===== src/core/fault_prot_pkg.sv =====
// Constants for the power switch protection and fault reporting logic.
// Assumes one 20 MHz clock and a synchronous active-high reset.
package fault_prot_pkg;
  localparam int CLK_HZ = 20_000_000;
  // Overcurrent detection delay window in ns
  localparam int DETECT_DELAY_NS = 150;
  localparam int DETECT_DELAY_CYC = (DETECT_DELAY_NS * (CLK_HZ / 1_000_000) + 999) / 1000;
  // Short-circuit latch reset low time in ns
  localparam int SC_RESET_NS = 350_000;
  localparam int SC_RESET_CYC = (SC_RESET_NS / 1000) * (CLK_HZ / 1_000_000);
  // Falling-edge blank time in diode emulation, ns
  localparam int BLANK_NS = 200;
  localparam int BLANK_CYC = (BLANK_NS * (CLK_HZ / 1_000_000) + 999) / 1000;
  // Glitch filter length in cycles
  localparam int FILT_CYC = 3;
  localparam int CNT_W = 16;
  localparam logic [CNT_W-1:0] CNT_ZERO = 16'h0000;
  localparam logic [CNT_W-1:0] CNT_ONE = 16'h0001;
  localparam logic [CNT_W-1:0] DETECT_DELAY_C = CNT_W'(DETECT_DELAY_CYC);
  localparam logic [CNT_W-1:0] BLANK_C = CNT_W'(BLANK_CYC);
  localparam logic [CNT_W-1:0] FILT_C = CNT_W'(FILT_CYC);
  localparam int SC_RESET_DEFAULT = SC_RESET_CYC;

  typedef enum logic [1:0]
  {
    IDM_BLANK = 2'b01,
    IDM_MONITOR = 2'b10,
    IDM_ON = 2'b11
  } idm_state_type;
endpackage


===== src/core/sync_filter.sv =====
// Two-flop synchroniser followed by a stable-count glitch filter.
// Assumes the input is asynchronous to clk.
`timescale 1ns/10ps
module sync_filter
  import fault_prot_pkg::*;
(
  // Clock and reset
  input wire logic clk,
  input wire logic srst,
  // Raw and filtered level
  input wire logic din,
  output logic dout
);
  logic s1_r;
  logic s2_r;
  logic [CNT_W-1:0] cnt_r;

  always_ff @(posedge clk)
  begin
    if (srst)
    begin
      s1_r <= 1'b0;
      s2_r <= 1'b0;
    end
    else
    begin
      s1_r <= din;
      s2_r <= s1_r;
    end
  end

  // Output follows only after a stable run
  always_ff @(posedge clk)
  begin
    if (srst)
    begin
      cnt_r <= CNT_ZERO;
      dout <= 1'b0;
    end
    else if (s2_r == dout)
      cnt_r <= CNT_ZERO;
    else if (cnt_r + CNT_ONE >= FILT_C)
    begin
      cnt_r <= CNT_ZERO;
      dout <= s2_r;
    end
    else
      cnt_r <= cnt_r + CNT_ONE;
  end
endmodule // sync_filter


===== src/core/fault_protect.sv =====
// Protection and fault reporting of a power switch with gate driver.
// Assumes analog comparators drive the raw inputs asynchronously.
`timescale 1ns/10ps

// Contract
// RULE1: Overcurrent after delay: switch off, flag low; during diode emulation the switch follows the emulation state instead
// RULE2: Overcurrent clears on gate low, no latch
// RULE3: Delayed detect before short threshold: overcurrent
// RULE4: Short threshold first: short-circuit fault
// RULE5: Short-circuit turn-off uses slowed driver
// RULE6: Short-circuit latched until long gate low
// RULE7: Fault outputs push-pull, active low, high idle
// RULE8: Encoding normal 11, fault 01, oc 10, sc 00
// RULE9: Transistor overtemp enters diode emulation
// RULE10: Emulation: off first quadrant, on third
// RULE11: Driver overtemp shuts rails and transistor
// RULE12: No diode emulation during driver overtemp
// RULE13: Fault low during overtemp, auto release
// RULE14: Driver cools first: resume diode emulation
// RULE15: Undervoltage: transistor off, fault low
// RULE16: Rails enable on lockout release, off low
// RULE17: Fault low until series transistor on
// RULE18: Open slew-set pin holds fault low
// RULE19: Overcurrent pin grounded at power-up: fault only
// RULE20: Protection independent of fault pin use
// RULE21: Gate fall forces blank, then monitor
// RULE22: Negative drain turns on; first quadrant off
// RULE23: Temperature output high during overtemp
// RULE24: Latch reset counts continuous gate low
// RULE25: Comparators synchronised and filtered
module fault_protect
  import fault_prot_pkg::*;
#(
  parameter int SC_RESET_CYCLES = SC_RESET_DEFAULT
)
(
  // Clock and reset
  input wire logic clk,
  input wire logic srst,
  // Gate command from controller
  input wire logic gate_cmd,
  // Analog comparator inputs
  input wire logic oc_cmp,
  input wire logic sc_cmp,
  input wire logic fet_ot_cmp,
  input wire logic drv_ot_cmp,
  input wire logic uvlo_cmp,
  input wire logic slew_set_open,
  input wire logic drain_negative,
  input wire logic first_quadrant,
  input wire logic series_fet_on,
  // Overcurrent pin readback for strap
  input wire logic overcurrent_flag_in,
  // Power switch drive
  output logic fet_on,
  output logic slow_turnoff,
  output logic aux_rail_en,
  output logic neg_rail_en,
  output logic temp_pwm_force,
  // Fault pins
  output logic fault_n,
  output logic overcurrent_flag_n,
  output logic overcurrent_flag_oe
);
  logic gate_s;
  logic oc_s;
  logic sc_s;
  logic fet_ot_s;
  logic drv_ot_s;
  logic uvlo_s;
  logic open_s;
  logic dneg_s;
  logic q1_s;
  logic sfet_s;
  logic strap_s1_r;
  logic strap_s2_r;
  logic gate_d_r;
  logic gate_fall;
  logic [CNT_W-1:0] oc_dly_r;
  logic oc_delayed;
  logic oc_flag_r;
  logic sc_latch_r;
  logic [CNT_W-1:0] low_cnt_r;
  logic [CNT_W-1:0] blank_r;
  idm_state_type idm_r;
  idm_state_type idm_nxt;
  logic uvlo_d_r;
  logic uvlo_ok_s;
  logic drv_d_r;
  logic rails_r;
  logic started_r;
  logic combined_r;
  logic strap_done_r;
  logic idm_mode;
  logic fault_any;

  // Comparator inputs are synchronised and filtered
  sync_filter u_gate (.clk(clk), .srst(srst), .din(gate_cmd), .dout(gate_s)); // RULE25
  sync_filter u_oc (.clk(clk), .srst(srst), .din(oc_cmp), .dout(oc_s)); // RULE25
  sync_filter u_sc (.clk(clk), .srst(srst), .din(sc_cmp), .dout(sc_s)); // RULE25
  sync_filter u_fot (.clk(clk), .srst(srst), .din(fet_ot_cmp), .dout(fet_ot_s)); // RULE25
  sync_filter u_dot (.clk(clk), .srst(srst), .din(drv_ot_cmp), .dout(drv_ot_s)); // RULE25
  // Supply-good sense resets to not-good, so no false release edge follows reset
  sync_filter u_uv (.clk(clk), .srst(srst), .din(!uvlo_cmp), .dout(uvlo_ok_s));
  assign uvlo_s = !uvlo_ok_s;
  sync_filter u_open (.clk(clk), .srst(srst), .din(slew_set_open), .dout(open_s));
  sync_filter u_dneg (.clk(clk), .srst(srst), .din(drain_negative), .dout(dneg_s));
  sync_filter u_q1 (.clk(clk), .srst(srst), .din(first_quadrant), .dout(q1_s));
  sync_filter u_sfet (.clk(clk), .srst(srst), .din(series_fet_on), .dout(sfet_s));

  // Strap pin synchroniser
  always_ff @(posedge clk)
  begin
    if (srst)
    begin
      strap_s1_r <= 1'b1;
      strap_s2_r <= 1'b1;
    end
    else
    begin
      strap_s1_r <= overcurrent_flag_in;
      strap_s2_r <= strap_s1_r;
    end
  end

  // Strap captured once, before the pin is first driven
  always_ff @(posedge clk)
  begin
    if (srst)
    begin
      combined_r <= 1'b0;
      strap_done_r <= 1'b0;
    end
    else if (!strap_done_r && sfet_s)
    begin
      combined_r <= ~strap_s2_r; // RULE19
      strap_done_r <= 1'b1;
    end
  end

  assign gate_fall = gate_d_r & ~gate_s;

  always_ff @(posedge clk)
  begin
    if (srst)
      gate_d_r <= 1'b0;
    else
      gate_d_r <= gate_s;
  end

  // Delay line on overcurrent detection
  always_ff @(posedge clk)
  begin
    if (srst || !oc_s)
      oc_dly_r <= CNT_ZERO;
    else if (oc_dly_r < DETECT_DELAY_C)
      oc_dly_r <= oc_dly_r + CNT_ONE; // RULE3
  end

  assign oc_delayed = oc_s && (oc_dly_r >= DETECT_DELAY_C);

  // Cycle-by-cycle overcurrent flag
  always_ff @(posedge clk)
  begin
    if (srst)
      oc_flag_r <= 1'b0;
    else if (oc_delayed && !sc_latch_r && !sc_s)
      oc_flag_r <= 1'b1; // RULE1 RULE3
    else if (!gate_s)
      oc_flag_r <= 1'b0; // RULE2
  end

  // Short-circuit latch and its low-time reset
  always_ff @(posedge clk)
  begin
    if (srst)
    begin
      sc_latch_r <= 1'b0;
      low_cnt_r <= CNT_ZERO;
    end
    else
    begin
      if (gate_s)
        low_cnt_r <= CNT_ZERO; // RULE24
      else if (low_cnt_r < CNT_W'(SC_RESET_CYCLES))
        low_cnt_r <= low_cnt_r + CNT_ONE;
      if (sc_s && !oc_flag_r && !oc_delayed)
        sc_latch_r <= 1'b1; // RULE4
      else if (low_cnt_r >= CNT_W'(SC_RESET_CYCLES))
        sc_latch_r <= 1'b0; // RULE6
    end
  end

  // Slowed turn-off while the short-circuit latch holds
  always_ff @(posedge clk)
  begin
    if (srst)
      slow_turnoff <= 1'b0;
    else
      slow_turnoff <= sc_latch_r; // RULE5
  end

  assign idm_mode = fet_ot_s && !drv_ot_s; // RULE9 RULE12 RULE14

  // Diode emulation state machine
  always_comb
  begin
    idm_nxt = idm_r;
    case (idm_r)
      IDM_BLANK:
        if (blank_r >= BLANK_C)
          idm_nxt = IDM_MONITOR; // RULE21
      IDM_MONITOR:
        if (dneg_s)
          idm_nxt = IDM_ON; // RULE22
      IDM_ON:
        if (q1_s)
          idm_nxt = IDM_MONITOR; // RULE10 RULE22
      default:
        idm_nxt = IDM_MONITOR;
    endcase
    if (gate_fall)
      idm_nxt = IDM_BLANK; // RULE21
    if (!idm_mode)
      idm_nxt = IDM_MONITOR;
  end

  always_ff @(posedge clk)
  begin
    if (srst)
      idm_r <= IDM_MONITOR;
    else
      idm_r <= idm_nxt;
  end

  always_ff @(posedge clk)
  begin
    if (srst || idm_r != IDM_BLANK || gate_fall)
      blank_r <= CNT_ZERO;
    else if (blank_r < BLANK_C)
      blank_r <= blank_r + CNT_ONE;
  end

  // Rails follow lockout release and driver temperature
  always_ff @(posedge clk)
  begin
    if (srst)
    begin
      uvlo_d_r <= 1'b1;
      drv_d_r <= 1'b0;
      rails_r <= 1'b0;
    end
    else
    begin
      uvlo_d_r <= uvlo_s;
      drv_d_r <= drv_ot_s;
      if (drv_ot_s || uvlo_s)
        rails_r <= 1'b0; // RULE11 RULE16
      else if (uvlo_d_r && !uvlo_s)
        rails_r <= 1'b1; // RULE16
      else if (drv_d_r && !drv_ot_s)
        rails_r <= 1'b1; // RULE13 RULE14
    end
  end

  assign aux_rail_en = rails_r;
  assign neg_rail_en = rails_r;

  always_ff @(posedge clk)
  begin
    if (srst)
      started_r <= 1'b0;
    else if (sfet_s)
      started_r <= 1'b1; // RULE17
  end

  // Power switch drive, independent of fault pin use
  always_ff @(posedge clk)
  begin
    if (srst)
      fet_on <= 1'b0;
    else if (uvlo_s || drv_ot_s || !rails_r || sc_latch_r || (sc_s && !oc_flag_r))
      fet_on <= 1'b0; // RULE11 RULE15 RULE20
    else if (idm_mode)
      fet_on <= (idm_nxt == IDM_ON); // RULE10
    else if (oc_flag_r || oc_delayed)
      fet_on <= 1'b0; // RULE1
    else
      fet_on <= gate_s; // RULE2
  end

  always_ff @(posedge clk)
  begin
    if (srst)
      temp_pwm_force <= 1'b0;
    else
      temp_pwm_force <= fet_ot_s || drv_ot_s; // RULE23
  end

  assign fault_any = !started_r || uvlo_s || fet_ot_s || drv_ot_s || open_s; // RULE13 RULE15 RULE18

  // Fault pin encoding
  always_ff @(posedge clk)
  begin
    if (srst)
    begin
      fault_n <= 1'b0;
      overcurrent_flag_n <= 1'b1;
    end
    else
    begin
      fault_n <= !(fault_any || sc_latch_r || (combined_r && oc_flag_r)); // RULE8 RULE19
      overcurrent_flag_n <= !(sc_latch_r || oc_flag_r); // RULE7 RULE8
    end
  end

  // Push-pull drive once the strap is captured, unless strapped to ground
  assign overcurrent_flag_oe = strap_done_r && !combined_r; // RULE7 RULE19
endmodule // fault_protect


===== config.mk =====
export PLATFORM = sky130hd
export DESIGN_NAME = fault_protect
export DESIGN_NICKNAME = d
export VERILOG_FILES = /design/src/core/fault_prot_pkg.sv /design/src/core/sync_filter.sv /design/src/core/fault_protect.sv
export SDC_FILE = /design/constraint.sdc
export NUM_CORES = 1
export LEC_CHECK = 0
export BUFFER_PORTS_ARGS = -buffer_cell sky130_fd_sc_hd__clkbuf_2
export CAP_MARGIN = 40
export CELL_PAD_IN_SITES_DETAIL_PLACEMENT = 1
export CELL_PAD_IN_SITES_GLOBAL_PLACEMENT = 2
export CORE_MARGIN = 1.5
export CORE_UTILIZATION = 44
export DETAILED_ROUTE_END_ITERATION = 6
export MAX_ROUTING_LAYER = met4
export PLACE_DENSITY = 0.84
export SLEW_MARGIN = 20
export SYNTH_ARGS = -nofsm -noshare
export SYNTH_HDL_FRONTEND = slang
export SYNTH_SLANG_ARGS = --single-unit

===== constraint.sdc =====
create_clock -name clk -period 6.4 [get_ports clk]
set_clock_uncertainty 0.1 [all_clocks]
set_input_delay 1.28 -clock clk [delete_from_list [all_inputs] [get_ports clk]]
set_output_delay 1.28 -clock clk [all_outputs]
set_load 0.005 [all_outputs]

==> results.py <==
metrics = {
    "outcome": {
        "status": "finished clean",
    },
    "layout": {
        "n_fill_cell": 2516,
        "fin_area_um2": 11500,
        "syn_to_final_growth_pct": 19.01,
        "drive_gt1_share_pct": 6.843,
        "fin_cells": 1449,
        "antenna_cells": 0,
        "nets": 1189,
        "final_cell_mix": "256 x dfxtp_1, 140 x conb_1, 64 x nor2_1",
        "mostFrequentLayoutCell": "dfxtp_1",
    },
    "synthesis": {
        "async_flop_share_pct": 0,
        "synth_cells": 979,
        "syn_avg_cell_area_um2": 9.869,
        "ys.flop_type": "dfxtp_1",
        "synth_adder_area_share_pct": 3.238,
        "synth_area_um2": 9662,
        "synth_edf_count": 0,
        "synth-compound-area-share_pct": 8.961,
        "synthDistinctLibCells": 67,
        "muxShareOfSynthArea_pct": 2.927,
        "synth_top_family_by_area": "simple AND/OR/NAND/NOR gates",
        "synth-simple-area-share_pct": 25.51,
        "ys_seq_elements": 256,
        "ys_warn_count": 0,
        "ys_seq_area_share_pct": 53.04,
        "synth_xor_area_share_pct": 4.170,
    },
    "drt": {
        "drcViolationCount": 0,
        "ant_nets": 0,
        "drt_wl_total_mm": 19.12,
        "vias_per_cell": 4.995,
        "routedWlPerCell_um": 13.20,
        "drtPass1Iterations": 4,
        "drtIter0Drc": 204,
        "num_vias": 7238,
    },
    "floorplan": {
        "die_x_um": 151.2,
        "io_pins": 21,
        "num_rows": 54,
        "die_y_um": 151.2,
        "core_area_um2": 21690,
        "dieArea_um2": 22860,
        "start_util_pct": 44.55,
    },
    "power": {
        "swShare_pct": 21.17,
        "finalPower_mw": 3.423,
        "switching_power_mw": 0.7247,
        "internal_power_mw": 2.698,
        "vdd_drop_max_mv": 0.1790,
        "p_per_area_nw_per_um2": 297.7,
        "clockPowerShare_pct": 46.8,
        "leakagePower_nw": 4.579,
        "power_frac_seq_pct": 49.9,
        "comb_power_share_pct": 3.3,
    },
    "timing": {
        "drv_slew": 0,
        "clock.fmax_mhz": 388.4,
        "fin_hold_ws_ps": 303.2,
        "fin_tns_setup_ps": 0,
        "setup_viol": 0,
        "tightest_slew_ps": 711.4,
        "maxSlewHeadroom_pct": 52.31,
        "min_period_ps": 2575,
        "fin_crit_sh_pct": 40.23,
        "rsz0062_at_grt": "false",
        "final_hold_viol_count": 0,
    },
    "worst_setup_path": {
        "required_ps": 6700,
        "rr_worst_depth": 7,
        "crit_fanout": 6,
        "critPathMaxStageDelay_ps": 490,
        "end_kind": "flip-flop",
        "worstPathCellList": "ha_1, nand4_1, nor4_1, xor2_1, or4_1, or4_1, mux2i_1",
        "path_class": "flip-flop to flip-flop",
        "cpMostUsedCell": "or4_1",
        "crit_arrival_ps": 2870,
        "startpoint_type": "flip-flop",
        "slowest_stage": "or4_1",
    },
    "placement": {
        "dpl.cell_count": 1402,
        "dpl-instance-area_um2": 10580,
        "place_hpwl_mm": 13.48,
        "io_buffers": 20,
        "globalplace.congestion": 0.7981,
    },
    "global_routing": {
        "met2_usage_pct": 29.50,
        "antenna_found_initial": 0,
        "met1_usage_pct": 22.63,
        "overflow": 0,
        "use_met3_pct": 2.620,
        "grt_pass1_vias": 7127,
        "grt_pass1_wl_mm": 32.56,
        "busiest_layer": "met2",
        "grt.total_usage_pct": 17.75,
        "grt_start_max_net_pins": 72,
    },
    "clock_tree": {
        "clock-root-buffer": "clkbuf_16",
        "clk_pin_slew_ps": 60,
        "cts_tree": "yes",
        "cts-hold-fix-buffers": 0,
        "cts.sinks": 256,
        "clockBufferDepth": 3,
        "post_cts_buffers": 0,
        "cts_resized": 0,
        "clk_latency_ps": 520,
        "numCtsBuffers": 27,
        "htree_levels": 1,
    },
    "worst_hold_path": {
        "whs_path_depth": 1,
        "hold_path_class": "flip-flop to flip-flop",
    },
    "job": {
        "maxCapViolCount": 0,
    },
}
-- layout make-up --
type / count / area [um^2] / share of cell area [%]
clock inverter: 10 / 157.7 / 1.371
inverter: 36 / 135.1 / 1.175
sequential: 256 / 5125 / 44.57
timing repair buffer: 21 / 107.6 / 0.9358
tap: 280 / 350.3 / 3.047
multi-input combinational: 809 / 4860 / 42.26
clock buffer: 37 / 763.2 / 6.638
-- layer usage --
metal | vias up | part of all wire [%]
li1 | 3714 | -
met1 | 3434 | 48
met2 | 61 | 48
met3 | 29 | 2.6
met4 | 0 | 2.3
met5 | - | 0
-- final timing paths --
check                   from           to  slack [ps]
min               strap_s2_r   combined_r         300
max reg2reg  u_open.cnt_r[0]  u_open.dout        3830
min reg2reg       strap_s2_r   combined_r         300
max          u_open.cnt_r[0]  u_open.dout        3830
-- power groups by stage --
stage | clock network [mW] | logic, mW | registers, mW
after detailed placement | 0 | 0.111 | 1.74
after global placement | 0 | 0.109 | 1.74
final | 1.60 | 0.113 | 1.71
after floorplan | 0 | 0.0903 | 1.73
after global routing | 1.72 | 0.133 | 1.72
after CTS | 1.65 | 0.112 | 1.71
-- through the flow --
| step | setup WS (ps) | utilization, % |
|---|---|---|
| floorplan | 4049 | - |
| global placement | 3596 | 48.75 |
| detailed placement | 3595 | 48.77 |
| CTS | 3792 | 53.02 |
| global route | 3598 | 53.02 |
| finish | 3825 | 53.02 |
-- worst max-delay path: cells and delay by family, from the launching register on --
| family | cells | cell delay, ps |
|---|---|---|
| flip-flops | 1 | 400 |
| XOR/XNOR | 1 | 100 |
| multiplexers | 1 | 150 |
| adder cells (fa/ha/maj) | 1 | 210 |
| AND/OR/NAND/NOR | 4 | 1500 |
-- cell families after synthesis --
group | count (synthesis)
flops | 256
xor+xnor | 46
buf+inv | 53
compound gates | 129
other cells | 1
fa+ha+maj | 25
simple gates | 442
mux | 27
-- cell usage after synthesis, types with 6 or more instances --
cell type | n | area share [%]
nor2b_1 | 29 | 1.9
or3_1 | 14 | 0.91
nand3_1 | 54 | 2.8
nand2b_1 | 30 | 1.9
nand2_1 | 40 | 1.6
a31oi_1 | 15 | 0.97
dfxtp_1 | 256 | 53
o21ai_0 | 22 | 1.1
a211oi_1 | 7 | 0.54
or4_1 | 14 | 1.1
or2_2 | 6 | 0.39
and3_1 | 10 | 0.65
xnor2_1 | 38 | 3.4
nor2_1 | 64 | 2.5
ha_1 | 25 | 3.2
mux2i_1 | 20 | 2.1
inv_1 | 36 | 1.4
and2_1 | 44 | 2.8
o21bai_1 | 6 | 0.47
o31ai_1 | 8 | 0.62
and4_1 | 9 | 0.82
mux2_2 | 6 | 0.70
a21oi_1 | 29 | 1.5
clkbuf_1 | 15 | 0.58
xor2_1 | 8 | 0.73
nor3_1 | 52 | 2.7
nand4_1 | 30 | 1.9
nor4_1 | 30 | 1.9
(Power assumes the default switching activity.)
